`src/logic/pcs_4b5b_defines.svh`:
```
`ifndef PCS_4B5B_DEFINES_SVH
`define PCS_4B5B_DEFINES_SVH

`define CG_IDLE      5'h1f
`define CG_J         5'h18
`define CG_K         5'h11
`define CG_T         5'h0d
`define CG_R         5'h07
`define CG_H         5'h04
`define PREAMBLE_NIB 4'h5
`define CODE_BITS    5
`define BIT_RATE_DIV 2

`endif

```
`src/logic/pcs_4b5b_pkg.sv`:
```
package pcs_4b5b_pkg;
  typedef enum {TX_IDLE, TX_J, TX_K, TX_DATA, TX_T, TX_R} txState_t;
  typedef enum {RX_IDLE, RX_K, RX_DATA, RX_R} rxState_t;
endpackage

```
`src/logic/pcs_4b5b_coder.sv`:
```
// What this block does
// - Nibbles coded to five-bit groups, and back
// - Carrier sense is transmitting or receiving
// - Collision when receiving during transmission
// - Transmit keeps a transmitting flag
// - Receive drives data, valid, error, receiving
// - Transmit sends uninterrupted code-groups from MAC
// - Receive accepts one code-bit per bit slot
// - Both directions drop activity on link failure
// - Alignment found only by the start delimiter
// - Data decoded only after start delimiter seen
// - Any data group order, carried uninterpreted
// - Legacy S and Q never sent, invalid
// - R only ends a stream
// - H carries transmit errors
// - Four data bits per five code-bits
// - MII stays one nibble wide, synchronous
// - Idle 11111 fills between streams
// - J K replace two preamble nibbles, one restored on receive
// - Streams end T R, errors send H
`timescale 1ns/100ps
`include "pcs_4b5b_defines.svh"
module pcs_4b5b_coder #(
  parameter int BIT_DIV = `BIT_RATE_DIV
) (
  // Clock and reset
  input  wire logic       sys_clk,
  input  wire logic       rst_b,
  // Medium side
  input  wire logic       linkUp,
  input  wire logic       rxCodeBit,
  output logic            txCodeBit,
  output logic            codeBitStrobe,
  // MII transmit
  input  wire logic [3:0] txData,
  input  wire logic       txEnable,
  input  wire logic       txError,
  output logic            nibbleStrobe,
  // MII receive and status
  output logic      [3:0] rxData,
  output logic            rxValid,
  output logic            rxError,
  output logic            carrierSense,
  output logic            collision
);

  // Divider counter is eight bits wide; zero would wrap to a 256-clock slot
  if (BIT_DIV < 1 || BIT_DIV > 255) begin : g_bad_div
    $error("BIT_DIV out of range");
  end

  typedef struct packed {
    logic [7:0]            divCnt;
    logic [2:0]            bitCnt;
    logic [4:0]            txShift;
    pcs_4b5b_pkg::txState_t txState;
    logic [9:0]            rxWin;
    logic [2:0]            rxCnt;
    pcs_4b5b_pkg::rxState_t rxState;
    logic [3:0]            rxData;
    logic                  rxValid;
    logic                  rxError;
    logic                  transmitting;
    logic                  receiving;
    logic                  txBit;
    logic                  collision;
  } state_t;

  state_t stReg;
  state_t stNext;

  // Line idles high out of reset so the far end sees fill, not a delimiter
  localparam state_t RESET_ST = '{
    divCnt:       8'h00,
    bitCnt:       3'h0,
    txShift:      `CG_IDLE,
    txState:      pcs_4b5b_pkg::TX_IDLE,
    rxWin:        10'h000,
    rxCnt:        3'h0,
    rxState:      pcs_4b5b_pkg::RX_IDLE,
    rxData:       4'h0,
    rxValid:      1'b0,
    rxError:      1'b0,
    transmitting: 1'b0,
    receiving:    1'b0,
    txBit:        1'b1,
    collision:    1'b0
  };

  // Group boundary reached once five fresh bits are in the window
  function automatic logic groupDone(input logic [2:0] cnt);
    return cnt == 3'(`CODE_BITS);
  endfunction

  // Start pair is the only pattern trusted without alignment
  function automatic logic isStartPair(input logic [9:0] win);
    return win == {`CG_J, `CG_K};
  endfunction

  logic [4:0] encGroup;
  logic [3:0] decNibble;
  logic       decIsData;
  logic [4:0] rxGroup;

  // Aligned group: the five newest bits of the window after a fresh bit
  assign rxGroup = stNext.rxWin[4:0];

  code_group_codec u_codec (
    .encNibble (txData),
    .encGroup  (encGroup),
    .decGroup  (rxGroup),
    .decNibble (decNibble),
    .decIsData (decIsData)
  );

  logic bitTick;
  logic groupTick;
  assign bitTick   = (stReg.divCnt == 8'(BIT_DIV - 1));
  assign groupTick = bitTick && (stReg.bitCnt == 3'(`CODE_BITS - 1));

  always_comb begin
    stNext = stReg;
    if (bitTick) begin
      stNext.divCnt = 8'h00;
      if (groupTick) begin
        stNext.bitCnt = 3'h0;
      end else begin
        stNext.bitCnt = stReg.bitCnt + 3'h1;
      end
    end else begin
      stNext.divCnt = stReg.divCnt + 8'h01;
    end

    // Transmit: one group per five bit slots, never a gap
    if (bitTick) begin
      stNext.txBit = stReg.txShift[4];
      stNext.txShift = {stReg.txShift[3:0], 1'b0};
    end
    if (groupTick) begin
      case (stReg.txState)
        pcs_4b5b_pkg::TX_IDLE: begin
          if (txEnable && linkUp) begin
            stNext.txShift = `CG_J;
            stNext.txState = pcs_4b5b_pkg::TX_K;
          end else begin
            stNext.txShift = `CG_IDLE;
          end
        end
        pcs_4b5b_pkg::TX_K: begin
          if (!linkUp) begin
            stNext.txShift = `CG_IDLE;
            stNext.txState = pcs_4b5b_pkg::TX_IDLE;
          end else begin
            stNext.txShift = `CG_K;
            stNext.txState = pcs_4b5b_pkg::TX_DATA;
          end
        end
        pcs_4b5b_pkg::TX_DATA: begin
          if (!linkUp) begin
            stNext.txShift = `CG_IDLE;
            stNext.txState = pcs_4b5b_pkg::TX_IDLE;
          end else if (!txEnable) begin
            stNext.txShift = `CG_T;
            stNext.txState = pcs_4b5b_pkg::TX_R;
          end else if (txError) begin
            stNext.txShift = `CG_H;
          end else begin
            stNext.txShift = encGroup;
          end
        end
        pcs_4b5b_pkg::TX_R: begin
          stNext.txShift = `CG_R;
          stNext.txState = pcs_4b5b_pkg::TX_IDLE;
        end
        default: begin
          stNext.txShift = `CG_IDLE;
          stNext.txState = pcs_4b5b_pkg::TX_IDLE;
        end
      endcase
    end
    stNext.transmitting = (stReg.txState != pcs_4b5b_pkg::TX_IDLE);

    // Receive side runs on the same bit slots as transmit
    // Receive: one bit taken per slot, MSB first
    if (bitTick) begin
      stNext.rxWin = {stReg.rxWin[8:0], rxCodeBit};
      stNext.rxCnt = stReg.rxCnt + 3'h1;
    end
    stNext.rxError = 1'b0;
    if (bitTick) begin
      case (stReg.rxState)
        pcs_4b5b_pkg::RX_IDLE: begin
          stNext.rxValid = 1'b0;
          // Only J K can set alignment, seen at any bit offset
          if (linkUp && isStartPair(stNext.rxWin)) begin
            stNext.rxState = pcs_4b5b_pkg::RX_DATA;
            stNext.rxCnt = 3'h0;
            stNext.rxData = `PREAMBLE_NIB;
            stNext.rxValid = 1'b1;
            stNext.receiving = 1'b1;
          end
        end
        pcs_4b5b_pkg::RX_DATA: begin
          if (!linkUp) begin
            stNext.rxState = pcs_4b5b_pkg::RX_IDLE;
            stNext.rxValid = 1'b0;
            stNext.receiving = 1'b0;
          end else if (groupDone(stNext.rxCnt)) begin
            stNext.rxCnt = 3'h0;
            if (decIsData) begin
              stNext.rxData = decNibble;
            end else if (rxGroup == `CG_T) begin
              stNext.rxState = pcs_4b5b_pkg::RX_R;
              stNext.rxValid = 1'b0;
            end else if (rxGroup == `CG_IDLE) begin
              // Premature end; flag it
              stNext.rxState = pcs_4b5b_pkg::RX_IDLE;
              stNext.rxError = 1'b1;
              stNext.rxValid = 1'b0;
              stNext.receiving = 1'b0;
            end else begin
              stNext.rxError = 1'b1;
            end
          end
        end
        pcs_4b5b_pkg::RX_R: begin
          if (!linkUp) begin
            stNext.rxState = pcs_4b5b_pkg::RX_IDLE;
            stNext.receiving = 1'b0;
          end else if (groupDone(stNext.rxCnt)) begin
            // R closes the stream; anything else is an error
            stNext.rxError = (rxGroup != `CG_R);
            stNext.rxState = pcs_4b5b_pkg::RX_IDLE;
            stNext.receiving = 1'b0;
          end
        end
        default: begin
          stNext.rxState = pcs_4b5b_pkg::RX_IDLE;
          stNext.receiving = 1'b0;
        end
      endcase
    end else begin
      stNext.rxError = stReg.rxError;
    end

    // Held in RX_DATA to the next group boundary, five bit slots, so it is seen on a nibble boundary
    if (bitTick && stReg.rxState == pcs_4b5b_pkg::RX_DATA && stNext.rxCnt != 3'h0) begin
      stNext.rxError = stReg.rxError;
    end

    // Registered so it lines up with carrier sense
    stNext.collision = stNext.transmitting && stNext.receiving;
  end

  always_ff @(posedge sys_clk or negedge rst_b) begin
    if (!rst_b) begin
      stReg <= RESET_ST;
    end else begin
      stReg <= stNext;
    end
  end

  // MII nibble path stays 4 bits and clock-synchronous
  assign rxData        = stReg.rxData;
  assign rxValid       = stReg.rxValid;
  assign rxError       = stReg.rxError;
  assign txCodeBit     = stReg.txBit;
  assign codeBitStrobe = bitTick;
  assign nibbleStrobe  = groupTick;
  assign carrierSense  = stReg.transmitting || stReg.receiving;
  assign collision     = stReg.collision;

endmodule

```
`src/logic/code_group_codec.sv`:
```
`timescale 1ns/100ps
`include "pcs_4b5b_defines.svh"
// Pure 4B/5B table lookup, both directions
module code_group_codec (
  // Encode
  input  wire logic [3:0] encNibble,
  output logic      [4:0] encGroup,
  // Decode
  input  wire logic [4:0] decGroup,
  output logic      [3:0] decNibble,
  output logic            decIsData
);

  always_comb begin
    case (encNibble)
      4'h0: encGroup = 5'h1e;
      4'h1: encGroup = 5'h09;
      4'h2: encGroup = 5'h14;
      4'h3: encGroup = 5'h15;
      4'h4: encGroup = 5'h0a;
      4'h5: encGroup = 5'h0b;
      4'h6: encGroup = 5'h0e;
      4'h7: encGroup = 5'h0f;
      4'h8: encGroup = 5'h12;
      4'h9: encGroup = 5'h13;
      4'ha: encGroup = 5'h16;
      4'hb: encGroup = 5'h17;
      4'hc: encGroup = 5'h1a;
      4'hd: encGroup = 5'h1b;
      4'he: encGroup = 5'h1c;
      default: encGroup = 5'h1d;
    endcase
  end

  always_comb begin
    decIsData = 1'b1;
    case (decGroup)
      5'h1e: decNibble = 4'h0;
      5'h09: decNibble = 4'h1;
      5'h14: decNibble = 4'h2;
      5'h15: decNibble = 4'h3;
      5'h0a: decNibble = 4'h4;
      5'h0b: decNibble = 4'h5;
      5'h0e: decNibble = 4'h6;
      5'h0f: decNibble = 4'h7;
      5'h12: decNibble = 4'h8;
      5'h13: decNibble = 4'h9;
      5'h16: decNibble = 4'ha;
      5'h17: decNibble = 4'hb;
      5'h1a: decNibble = 4'hc;
      5'h1b: decNibble = 4'hd;
      5'h1c: decNibble = 4'he;
      5'h1d: decNibble = 4'hf;
      default: begin
        decNibble = 4'h0;
        decIsData = 1'b0;
      end
    endcase
  end

endmodule

```
`config.mk`:
```
export PLATFORM = sky130hd
export DESIGN_NAME = pcs_4b5b_coder
export DESIGN_NICKNAME = d
export VERILOG_FILES = /design/src/logic/pcs_4b5b_pkg.sv /design/src/logic/pcs_4b5b_coder.sv /design/src/logic/code_group_codec.sv
export VERILOG_INCLUDE_DIRS = /design/src /design/src/logic
export SDC_FILE = /design/constraint.sdc
export NUM_CORES = 1
export LEC_CHECK = 0
export BUFFER_PORTS_ARGS = -buffer_cell sky130_fd_sc_hd__clkbuf_2
export CORE_MARGIN = 2
export CORE_UTILIZATION = 40
export CTS_CLUSTER_SIZE = 25
export DETAILED_ROUTE_END_ITERATION = 12
export PLACE_DENSITY = 0.64
export SYNTH_ARGS = -nofsm -noshare
export SYNTH_HDL_FRONTEND = slang
export SYNTH_SLANG_ARGS = --single-unit
export TNS_END_PERCENT = 1
```
`constraint.sdc`:
```
create_clock -name sys_clk -period 6 [get_ports sys_clk]
set_input_delay 0.3 -clock sys_clk [delete_from_list [all_inputs] [get_ports sys_clk]]
set_output_delay 0.3 -clock sys_clk [all_outputs]
set_load 0.02 [all_outputs]
```
==> flow_metrics.tcl <==
set metrics [dict create \
    status "completed" \
    ys_seq_elements 43 \
    setup_tns_ps 0 \
    slew_headroom_pct 29.2 \
    dr_total_vias 2091 \
    post-route-period-util_pct 55.4 \
    busiest_layer "met2" \
    top_level_ports 21 \
    grt_max_degree 44 \
    hold_class "input port to async pin" \
    cts_tree "done" \
    peakVddDrop_mv 0.229 \
    startpoint "stReg[96]$_DFF_PN0_" \
    p_sw_share_pct 31.1 \
    core-area_mm2 0.00635 \
    cts_buffers 5 \
    start_kind "register" \
    grt_pass1_wl_um 9590 \
    nets 311 \
    ys_warn_count 0 \
    gp_congestion 0.799 \
    power.density_mw_per_mm2 280 \
    p_int_uw 545 \
    htreeDepth 2 \
    synthesis.instances 288 \
    drc 0 \
    endpoint_kind "output port" \
    cts.sinks 43 \
    synth_edf_count 0 \
    finalClockSkew_ps 4.25 \
    rows 29 \
    grt_pass1_vias 1975 \
    synth_area_per_cell_um2 9.10 \
    synthesis.area_mm2 0.00262 \
    fillerInstances 592 \
    max_freq_ghz 0.301 \
    cts_max_path_buffers 2 \
    fin_ws_ps 2670 \
    rsz0062_at_grt "no" \
    async_reset_ff_share_pct 100 \
    postCtsHoldBufs 0 \
    final_max_slew_viol_count 0 \
    p_leak_uw 0.00123 \
    die_height_um 85.0 \
    drtIter0Drc 177 \
    ys.flop_type "dfrtp_1" \
    grt_overflow 0 \
    wl_um 5350 \
    period_minus_slack_ps 3330 \
    power.share.sequential_pct 46.1 \
    use_met3_pct 3.21 \
    ys_types 69 \
    grt_usage_pct 16.3 \
    n_antenna_cell 0 \
    hold_viol 0 \
    cts.repair.resized 0 \
    utilization_pct 44.5 \
    clkPwrFrac_pct 29.9 \
    p_sw_uw 246 \
    wl_per_cell_um 14.3 \
    post_cts_buffers 0 \
    first_pass_iters 4 \
    yosysSeqAreaShare_pct 41.3 \
    clk_pin_slew_worst_paths_ps 80 \
    dp_hpwl_um 3690 \
    cap_violations 0 \
    start_util_pct 41.3 \
    clkLatencyLatePin_ps 300 \
    critical_path_required_ps 5700 \
    grt_use_met1_pct 23.6 \
    worstSetupPathType "register to output port" \
    dieWidth_um 85.0 \
    cp_max_fo 36 \
    worst_pin_slew_ps 1060 \
    place_ws_ps 3010 \
    portBuffers 20 \
    cts-root-buf "clkbuf_8" \
    setup_viol 0 \
    drt-vias-per-instance 5.59 \
    syn_nets 303 \
    worstReg2RegStart "stReg[96]$_DFF_PN0_" \
    die_area_mm2 0.00722 \
    comb_power_share_pct 24.0 \
    drtAntennaViolNets 0 \
    area_delta_synth_final_pct 7.83 \
    antenna_found_initial 0 \
    grt_use_met2_pct 24.6 \
    drive_above_1_share_pct 17.8 \
    arrival_ps 3030 \
]
-- power by group through the flow --
stage                     combinational, µW  clock [µW]  sequential (µW)
after floorplan                         162           0              357
after global placement                  188           0              369
after detailed placement                190           0              370
after CTS                               191         244              364
after global routing                    213         260              370
final                                   190         237              365
-- worst max-delay path: stages, from the launching register on --
cell and delay [ps]:
dfrtp_1 420, inv_1 70, ha_1 150, nor3b_2 360, nand2_4 320, inv_1 760
nand2_1 360, inv_1 120, clkbuf_2 170
-- area by class of cell --
cell class,instances,area (µm²),area share [%]
clock buffers,6,82.6,2.92
well taps,77,96.3,3.41
flip-flops and latches,43,1080,38.3
repair buffers,20,100,3.54
multi-input cells,215,1390,49.1
clock inverters,2,35.0,1.24
inverters,11,41.3,1.46
-- Yosys cell counts, types with 3 or more instances --
cell type   n  share of area [%]
ha_1        5                2.4
nor2_1     20                2.9
nor2b_1     4               0.95
a31oi_1     3               0.72
buf_2       6                1.1
and3_1      3               0.72
a211oi_1    3               0.86
o21ai_0    19                3.6
dfrtp_1    37                 35
xnor2_1     5                1.7
inv_1      11                1.6
nor4_1      3               0.72
nand4_1     4               0.95
a21oi_1     8                1.5
o211ai_1    3               0.86
nand3_1    11                2.1
nand2_1    45                6.4
clkbuf_1    5               0.72
and4_1      3                1.0
nand2b_1    5                1.2
nor3_1      5               0.95
buf_4       7                2.0
o31ai_1     6                1.7
dfstp_2     6                6.0
xor2_1      4                1.3
-- layer usage --
layer  vias to the layer above  share of wire [%]
li1                       1048                  -
met3                         6                3.7
met1                       993                 50
met4                         0                1.3
met5                         -                  0
met2                        44                 45
-- kinds of logic after synthesis --
| logic type | after synthesis | share of synthesized area [%] |
|---|---|---|
| flip-flops | 43 | 41.3 |
| multiplexers | 3 | 1.24 |
| XOR/XNOR | 9 | 3.01 |
| adder cells (fa/ha/maj) | 5 | 2.39 |
| buffers and inverters | 30 | 5.73 |
| AO/OA/AOI/OAI | 72 | 20.3 |
| AND/OR/NAND/NOR | 126 | 26.0 |
-- final timing paths --
check                                             end  slack (ps)  cells past startpoint
worst max register to register  rxData[1]$_DFFE_PN0P_        3000                      8
worst min register to register  txCodeBit$_DFFE_PN1N_         470                      2
min in group sys_clk            stReg[87]$_DFFE_PN1P_         390                      3
worst min-delay path              stReg[49]$_DFF_PN0_         190                      1
worst max-delay path                     nibbleStrobe        2670                      8
max in group asynchronous         stReg[51]$_DFF_PN0_        5170                      1
-- per-stage QoR --
| step | power, µW | cells | hold slack [ps] | area, µm² |
|---|---|---|---|---|
| floorplan | 520 | 288 | 4.41 | 2620 |
| global placement | 557 | 366 | 456 | 2710 |
| detailed placement | 560 | 366 | 456 | 2710 |
| CTS | 800 | 374 | 223 | 2830 |
| global route | 843 | 374 | 270 | 2830 |
| finish | 791 | 374 | 185 | 2830 |
-- flip-flops by register name (all words and copies together), names as in the netlist --
register	cells
rxValid	1
rxError	1
stReg	35
rxData	4
collision	1
txCodeBit	1
-- cell usage in the layout (no fill, tap or decap), drive strengths merged, types with 6 or more instances in the layout --
cell / count
nand2: 46
dfrtp: 37
clkbuf: 26
o21ai: 23
nor2: 20
inv: 11
nand3: 11
a21oi: 8
o31ai: 6
dfstp: 6
Power figures use the tool's default switching activity.
